## src/common/bidio_pkg.sv

```systemverilog
// package of constants for the bidirectional i/o port
package bidio_pkg;
    // ============================================================
    // widths and reset values
    localparam int PORT_W = 8;
    localparam logic [7:0] LATCH_RST = 8'h00;
    localparam logic [7:0] DIR_RST = 8'h00; // all bits input
    localparam logic [7:0] PULL_RST = 8'h00;
    localparam logic [7:0] RDATA_RST = 8'h00;
    // read value of the write-only direction register
    localparam logic [7:0] DIR_READ_VAL = 8'h00;
    // direction encoding per bit
    localparam logic DIR_OUT = 1'b1;
    localparam logic DIR_IN = 1'b0;
endpackage

```

## src/rtl/bidio_port.sv

```systemverilog
// one 8-bit bit-configurable bidirectional i/o port
`timescale 1ns/1ps

// Functional notes
// - pull-up applies only to bits in input mode, ignored in output mode
// - input bit read returns current pin level, not the latch
// - input bit write updates the latch only, pin not driven
// - output bit read returns the latch value
// - output bit write updates latch and latch drives the pin
// - each bit's direction is set independently of others
// - direction register is write-only, reads give no setting
// - after reset every bit is input until software sets output
module bidio_port (
    input wire logic sys_clk,
    input wire logic resetn,
    input wire logic data_wr,
    input wire logic data_rd,
    input wire logic dir_wr,
    input wire logic dir_rd,
    input wire logic pull_wr,
    input wire logic [7:0] wdata,
    output logic [7:0] rdata,
    input wire logic [7:0] pin_i,
    output logic [7:0] pin_o,
    output logic [7:0] pin_oe,
    output logic [7:0] pull_en
);

    // ============================================================
    // registers
    logic [7:0] latch_q;
    logic [7:0] dir_q;
    logic [7:0] pull_q;
    logic [7:0] rd_mux;
    logic [7:0] latch_d;
    logic [7:0] dir_d;
    logic [7:0] pull_d;

    // ============================================================
    // next values of the software registers
    // latch only write
    // output write to latch
    // latch takes the byte on a data write, whatever the direction
    always_comb begin
        latch_d = latch_q;
        if (data_wr) begin
            latch_d = wdata;
        end
    end

    // one means output
    // direction takes the byte on a direction write
    always_comb begin
        dir_d = dir_q;
        if (dir_wr) begin
            dir_d = wdata;
        end
    end

    // pull-up setting
    // pull-up control takes the byte on a pull-up write
    always_comb begin
        pull_d = pull_q;
        if (pull_wr) begin
            pull_d = wdata;
        end
    end

    // ============================================================
    // register updates
    // port latch, written in either direction
    // latch only write
    always_ff @(posedge sys_clk or negedge resetn) begin
        if (!resetn) begin
            latch_q <= bidio_pkg::LATCH_RST;
        end else begin
            latch_q <= latch_d;
        end
    end

    // direction register, all inputs after reset
    // reset to input
    always_ff @(posedge sys_clk or negedge resetn) begin
        if (!resetn) begin
            dir_q <= bidio_pkg::DIR_RST;
        end else begin
            dir_q <= dir_d;
        end
    end

    // pull-up control register
    always_ff @(posedge sys_clk or negedge resetn) begin
        if (!resetn) begin
            pull_q <= bidio_pkg::PULL_RST;
        end else begin
            pull_q <= pull_d;
        end
    end

    // ============================================================
    // per-bit pin and read logic
    genvar gi;
    generate
        for (gi = 0; gi < bidio_pkg::PORT_W; gi++) begin : g_bit
            assign rd_mux[gi] = (dir_q[gi] == bidio_pkg::DIR_OUT) ?
                latch_q[gi] : pin_i[gi];
            always_ff @(posedge sys_clk or negedge resetn) begin
                if (!resetn) begin
                    pin_o[gi] <= 1'b0;
                    pin_oe[gi] <= 1'b0;
                    pull_en[gi] <= 1'b0;
                end else begin
                    pin_o[gi] <= latch_d[gi];
                    pin_oe[gi] <= (dir_d[gi] == bidio_pkg::DIR_OUT);
                    // pull-up masked while the bit drives
                    pull_en[gi] <= pull_d[gi] &
                        (dir_d[gi] == bidio_pkg::DIR_IN);
                end
            end
        end
    endgenerate

    // read data register, one cycle after the read strobe
    // direction write-only
    always_ff @(posedge sys_clk or negedge resetn) begin
        if (!resetn) begin
            rdata <= bidio_pkg::RDATA_RST;
        end else if (data_rd) begin
            rdata <= rd_mux;
        end else if (dir_rd) begin
            rdata <= bidio_pkg::DIR_READ_VAL;
        end
    end
endmodule

```

## config.mk

```make
export PLATFORM = sky130hd
export DESIGN_NAME = bidio_port
export DESIGN_NICKNAME = d
export VERILOG_FILES = /design/src/common/bidio_pkg.sv /design/src/rtl/bidio_port.sv
export SDC_FILE = /design/constraint.sdc
export NUM_CORES = 1
export LEC_CHECK = 0
export BUFFER_PORTS_ARGS = -buffer_cell sky130_fd_sc_hd__buf_2
export CAP_MARGIN = 15
export CORE_MARGIN = 2
export CORE_UTILIZATION = 45
export CTS_BUF_LIST = sky130_fd_sc_hd__clkbuf_8
export DETAILED_ROUTE_END_ITERATION = 16
export PLACE_DENSITY = 0.75
export SYNTH_ARGS = -nofsm -noshare
export SYNTH_HDL_FRONTEND = slang
export SYNTH_SLANG_ARGS = --single-unit
```

## constraint.sdc

```tcl
create_clock -name sys_clk -period 2.1 [get_ports sys_clk]
set_input_delay 0.105 -clock sys_clk [delete_from_list [all_inputs] [get_ports sys_clk]]
set_output_delay 0.105 -clock sys_clk [all_outputs]
set_load 0.005 [all_outputs]
```

==> results of run 1 <==
## synthesized netlist by cell type, drive strengths merged
cell type | instances | area (sq um)
nor2b | 1 | 6.26
nor2 | 3 | 13.8
inv | 5 | 18.8
o32ai | 5 | 43.8
mux2 | 27 | 304
buf | 6 | 51.3
dfrtp | 40 | 1000
mux2i | 5 | 50.1
o2bb2ai | 2 | 17.5
a22o | 8 | 70.1
nand2b | 13 | 81.3
## worst max path at each step
| stage | slack (ps) | depth (start not counted) | end | start |
|---|---|---|---|---|
| floorplan | 1110 | 2 | rdata[0] | dir_q[0] |
| global placement | 1080 | 3 | pull_en[7] | pull_wr |
| detailed placement | 1050 | 3 | pull_en[6] | dir_wr |
| CTS | 1010 | 2 | rdata[2] | resetn |
| global route | 910 | 2 | dir_q[1] | resetn |
| finish | 1040 | 2 | rdata[3] | dir_q[3] |
## placed cells by master, fill, tap and decap left out, drive strengths merged
cell	netlist	layout
nand2b	13	13
clkbuf	0	6
a22o	8	8
dlygate4sd3	0	1
o2bb2ai	2	2
buf	6	54
inv	5	5
dfrtp	40	40
clkinv	0	2
nor2b	1	1
o32ai	5	5
mux2	27	27
mux2i	5	5
nor2	3	3
## state kept, by name, summed over array words and instances, names as in the netlist
signal and cells:
latch_q 8, pull_q 8, pull_en 8, rdata 8, dir_q 8
## power groups by stage
stage | combinational (W) | clock, W | sequential (W)
final | 0.000255 | 0.000511 | 0.000894
after global routing | 0.000282 | 0.000582 | 0.000904
after CTS | 0.000260 | 0.000532 | 0.000894
after detailed placement | 0.000258 | 0 | 0.000909
after global placement | 0.000248 | 0 | 0.000903
after floorplan | 0.000132 | 0 | 0.000910
## per-layer routing
metal,wire (um),up-vias
li1,-,521
met1,1440,580
met2,1720,38
met3,177,7
met4,61,0
met5,0,-
## per-stage QoR
stage	power, W	hold slack (ps)	std cells	setup WS [ps]	area, sq um
6_report	0.00166	91.6	220	1040	2040
5_1_grt	0.00177	79.9	220	913	2040
4_1_cts	0.00169	80.4	220	1010	2040
3_5_place_dp	0.00117	269	211	1050	1940
3_3_place_gp	0.00115	253	211	1080	1940
2_1_floorplan	0.00104	-191	115	1110	1660
## layout make-up
type,instances,area share [%]
clock buffer,6,4.05
clock inverter,2,0.491
inverter,5,0.920
multi-input combinational,64,28.8
sequential,40,49.1
tap,48,2.94
timing repair buffer,55,13.7
## cells by family (layout without fill, tap and decap cells)
family	Yosys count	count (layout)	synth area share [%]
DFF	40	40	60.4
buffers and inverters	11	68	4.23
and+or+nand+nor	17	17	6.11
muxes	32	32	21.4
AOI/OAI and AO/OA	15	15	7.92
==> summary by stage, run 1 <==
Outcome
The flow ran to the end, and the final reports show no timing, DRC or antenna violations.

Synth
The number of nets produced by synthesis is about 140. Yosys printed 0 warnings. In this run, distinct cell masters in the synthesized netlist total 14.

The synthesized netlist occupies a cell area of about 1700 sq um. The number of storage elements in the synthesis netlist is 40. The per-instance average area after synthesis is between 10 and 15 sq um. The post-synthesis sequential area ratio is between 60 and 70%. The number of instances in the synthesized netlist is around 120.

Finish
Summing all multi-input logic gate instances after layout gives approximately 590 sq um. The net count of the finished layout is between 150 and 200. The count of fill cells added during filler insertion is 312. The proportion of layout cells with a drive suffix above 1 is a little over half. For this run, the share of the core covered by cells in the final layout is between 50% and 60%. Compared with the post-synthesis result, the final layout area differs by 23.0%. The sequential cell area is 1000 sq um. 0 antenna diodes ended up in the layout.

STA
Setup violations remaining at the end of the flow were counted as 0. The final setup skew is ~3.4 ps. The relative max-transition margin is between 40 and 50%. The final worst-path cycle share is 50.3%. The max-slew violation count is 0. The final critical-path required period is between 1000 and 1500 ps. Setup repair after global routing left no endpoint under its margin.

Derived from the worst setup path, the maximum achievable clock frequency is roughly 950 MHz. The total count of hold-check failures in the final report is 0. The total negative slack for setup checks is 0 ps. At the pin with the least slew margin, the transition time is 866 ps.

Global route
The highest-utilization routing layer at the global route stage is met2. The first global-routing pass estimated about 5.6 mm of wire. For met2 alone, demand over resource in global routing was approximately 30%. The via count of the first global-routing pass was 1162. The maximum number of pins on one net before global-route repair is 41. For this run, the total global-route usage over all layers was measured as 18.2%.

Global routing finished with a remaining overflow of 0. The met3 usage in global routing is 6.42%. The number of antenna violations at the first check in global routing is 0. The met1 capacity usage during global routing is a little over a fifth.

Clock tree
The number of buffers inserted by post-CTS setup repair is 0. The level count of the clock H-tree is 2. The buffer depth of the longest clock path is 2.

The number of buffers inserted by hold repair at cts is 1. Once the clock tree was built, the resizer swapped 0 gates to a different size. The clock edge transition at the registers on the reported setup and hold paths is roughly 70 ps. Clock tree synthesis inserted a total of 5 buffers. The clock tree from TritonCTS is done. Clock tree synthesis selected as its root buffer the cell sky130_fd_sc_hd__clkbuf_8. Clock tree synthesis found a total of 40 sinks. Clock latency on the worst-skew pair, taken at its later pin, is approximately 280 ps.

Floorplan
The floorplan step set the die height to approximately 65 um. The die covers 4190 sq um. The starting density of the core is a little under half. The row count is 22. The number of I/O pins is 55. The floorplan step set the die width to 64.7 um.

The area of the core is 3610 sq um.

Drt
In the routed layout, each cell is associated on average with a via count of about 5.2. The final wirelength is between 3 and 4 mm. The total iterations of the first detailed-routing run is 4. After detailed routing, the number of remaining DRC violations is 0. Once detail routing completed, the nets flagged for antenna violations numbered 0.

The routed layout has roughly 1.1k vias. The routed wire length per instance is about 15 um. For this block, the initial DRC count from the detailed router was approximately 60.

Setup path
The gate family responsible for the most delay along the worst path is flip-flops. For flop-to-flop paths, the worst setup slack is between 1000 and 1500 ps. The endpoint of the worst register-to-register path is rdata[3]. The biggest cell delay along the critical path is 410 ps. STA classifies the critical path endpoint as a flop. The critical path data required time is approximately 2300 ps.

The critical-path cell with the highest stage delay is sky130_fd_sc_hd__dfrtp_1. The worst setup path is of the reg2reg kind. Traced cell by cell, the critical path runs through mux2_2, a22o_1. The startpoint identified for the worst register-to-register timing path is dir_q[3]. The number of buffer and inverter stages on the critical path is 0. At the worst endpoint, the arrival time is roughly 1200 ps. Along the worst path, the maximum fanout reaches 4. Counting cells, the worst reg-to-reg path comes to 2. The nature of the critical path startpoint is a flop.

Pwr
The portion of total power attributed to sequential cells is between 50 and 60%. The power per unit of standard cell area is about 810 nW/um^2. Summed over all nets, the switching power comes to 0.000411 W. The total leakage power is ~1.0 nW. Net switching is 24.7% of the power. The highest ir drop seen on vdd is 0.420 mV. The part of the total power dissipated in the clock network is 30.8%.

The internal power of the cells is approximately 0.0012 W. Combinational logic is responsible for between 10% and 20% of the overall power.

Place
The wire-length estimate of the detail-placed layout is about 2.4 mm. The count of port buffers added during placement is 54. Routability-driven placement finished with a final weighted congestion of 0.782.

Hold path
The origin of the worst min-delay path is wdata[7]. The capture endpoint of the worst hold path is dir_q[7]. The worst min-delay path class is in2reg. The instance count along the most critical hold path is 2.

Run
Across the run, the number of max-cap violations was 0.
(Power assumes the default switching activity.)
==> inputs of run 2 (changes only) <==
Clock period 2.1 ns to 1.1 ns, I/O delays scaled along.
==> summary by stage, run 2 (synthesis gave the netlist of run 1 again) <==
Outcome
The flow ran to the end, and the final reports show no timing, DRC or antenna violations.

Finish
In the final layout, the share of cells above drive strength 1 is 52.9%. The top cell types in the final layout, fill and taps aside, are 54 x sky130_fd_sc_hd__buf_2, 40 x sky130_fd_sc_hd__dfrtp_1, 27 x sky130_fd_sc_hd__mux2_2. The number of antenna diodes is 0. The finished cells cover 2100 sq um.

The count of cells in the finished layout, fillers not included, comes to around 220. The final net count is about 200. From synthesis to final layout, the design area changed by 26.7%. The library cell used most frequently in the layout, excluding fill and tap cells, is sky130_fd_sc_hd__buf_2.

Setup path
Of all nets on the critical path, the largest fanout is 4. The biggest cell delay along the critical path is 400 ps. The critical-path cell with the highest stage delay is sky130_fd_sc_hd__dfrtp_1. At the worst endpoint, the arrival time is approximately 1200 ps. The signal on the critical path passes through mux2_2, a22o_1.

The critical path data required time is roughly 1300 ps. The setup path with the least slack is of type reg2reg. STA classifies the critical path startpoint as a flop. The endpoint type of the worst setup path is a flop.

Pwr
For this design the ratio of total power to cell area is 1660 nW/um^2. The total leakage power is 1.04 nW. For this design the total switching power over the nets is just under 0.0008 W.

The combinational share of power is between 10% and 20%. The part of the total power dissipated in the clock network is 36.7%. The switching share of power is a little under a quarter.

IR analysis of the VDD net gives a maximum drop of 0.931 mV. The portion of total power attributed to sequential cells is about half. The internal power of the cells is roughly 0.0027 W.

STA
The total count of hold-check failures in the final report is 0. The slew of the pin with the lowest slew margin is 440 ps. The final critical-path required period is 1040 ps.

Setup violations remaining at the end of the flow were counted as 0. Setup repair after global routing left no endpoint under its margin. Headroom to the max-slew limit came out at between 70% and 80%.

Static timing analysis puts the maximum clock frequency at around 960 MHz. The final setup skew is ~2.8 ps. The max-slew violation count is 0.

The total negative slack for setup checks is 0 ps. Of the available clock period, the critical path in the final layout requires ~94%.

Clock tree
The buffer depth of the longest clock path is 2. The number of sinks handled by clock tree synthesis is 40. TritonCTS built the clock tree.

CTS placed an instance of sky130_fd_sc_hd__clkbuf_8 at the clock tree root. The CTS buffer count is 5. The total of cells resized after clock tree synthesis is 0. The clock edge transition at the registers on the reported setup and hold paths is approximately 70 ps.

The level count of the clock H-tree is 2. Post-CTS timing repair inserted 0 buffers for setup. At the later pin of the worst-skew pair, clock insertion delay measures 280 ps.

Place
The placed instances occupy a cell area of 1960 sq um. Routability-driven placement finished with a final weighted congestion of 0.789. The count of port buffers added during placement is 54. The instance count after placement with tap cells included is 213. Detailed placement finished with a half-perimeter wire length of about 2.4 mm.

Drt
Summing over every cut layer, the via total after detailed routing is ~1.1k. The count of nets left with antenna violations once routing finished came out at 0. Using the TritonRoute via totals, the vias-per-cell ratio works out to 5.09. In the routed design, unresolved DRC markers number 0.

The starting DRC count in detailed routing is 59. The routed wire length per instance is approximately 15 um. For this block, the routed nets add up to 3.30 mm of wire. The first TritonRoute pass finished after 4 iterations.

Floorplan
The starting density of the core is about 46%. The die outline width is about 65 um. The floorplan die area is between 4000 and 5000 sq um. The area of the core is between 3000 and 4000 sq um. The height of the chip is roughly 65 um. Row generation in the floorplan step produced 22 rows. 55 I/O pins were placed.

Global route
The first global-routing pass estimated roughly 5.4 mm of wire. The via count of the first global-routing pass is 1159. The maximum number of pins on one net before global-route repair is 26.

The number of antenna violations at the first check in global routing was 0. Global routing consumed, over all layers together, 17.4% of the routing resources. For this run the aggregate overflow at the end of global routing stands at 0.

Hold path
The worst min-delay path class is in2reg.

Run
The number of max-capacitance violations reported is 0.
==> run 2: changes by cell type in the layout (fill, tap and decap cells not counted), sizes merged <==
cell / previous run / this run
buf: 54 / 56
clkinv: 2 / 0
bufinv: 0 / 1
clkbuf: 6 / 7
==> run 2: what timing repair did <==
item	4_1_cts	5_1_grt
hold endpoints to repair	15	0
hold buffers	1	0
setup endpoints to repair	0	0
==> run 2: final cells by class <==
| cell class | instances | area, sq um |
|---|---|---|
| flip-flops and latches | 40 | 1000 |
| repair buffers | 57 | 308 |
| fillers | 301 | 1510 |
| well taps | 48 | 60.1 |
| clock inverters | 1 | 30.0 |
| clock buffers | 7 | 96.3 |
| multi-input cells | 64 | 587 |
| inverters | 5 | 18.8 |
==> run 2: worst max-delay path, delay by kind of cell (launching register included) <==
| family | cells | cell delay [ps] |
|---|---|---|
| multiplexers | 1 | 350 |
| flip-flops | 1 | 400 |
| AO/OA/AOI/OAI | 1 | 180 |
==> run 2: metrics by stage <==
| step | total power, W | hold WS, ps | util, % | setup slack [ps] |
|---|---|---|---|---|
| after CTS | 0.00352 | 20.8 | 58.3 | 55.9 |
| after global placement | 0.00221 | -12.6 | 54.5 | 86.2 |
| final | 0.00348 | 31.0 | 58.3 | 61.4 |
| after global routing | 0.00367 | 34.3 | 58.3 | 29.4 |
| after detailed placement | 0.00224 | -4.99 | 54.5 | 73.6 |
| after floorplan | 0.00199 | -241 | - | 107 |
==> run 2: worst paths after layout <==
check,slack (ps),depth (start not counted),startpoint,endpoint
min in group asynchronous,220,2,resetn,latch_q[7]
setup / recovery,60,2,dir_q[3],rdata[3]
hold / removal,30,2,wdata[6],latch_q[6]
hold reg to reg,500,1,pull_q[6],pull_q[6]
max in group asynchronous,430,3,resetn,pull_en[3]
setup reg to reg,60,2,dir_q[3],rdata[3]
==> run 2: layer usage <==
metal  share of wire [%]  vias up  global-route usage [%]
li1                    -      520                       -
met3                 5.8        4                    4.69
met1                  44      562                    20.5
met5                   0        -                       0
met2                  49       45                    29.8
met4                 1.5        0                    7.71
==> run 2: power groups by stage <==
stage               clock network, W  logic (W)  registers (W)
finish                       0.00128   0.000495        0.00171
detailed placement                 0   0.000500        0.00174
global route                 0.00139   0.000547        0.00173
global placement                   0   0.000486        0.00172
CTS                          0.00131   0.000505        0.00171
floorplan                          0   0.000252        0.00174
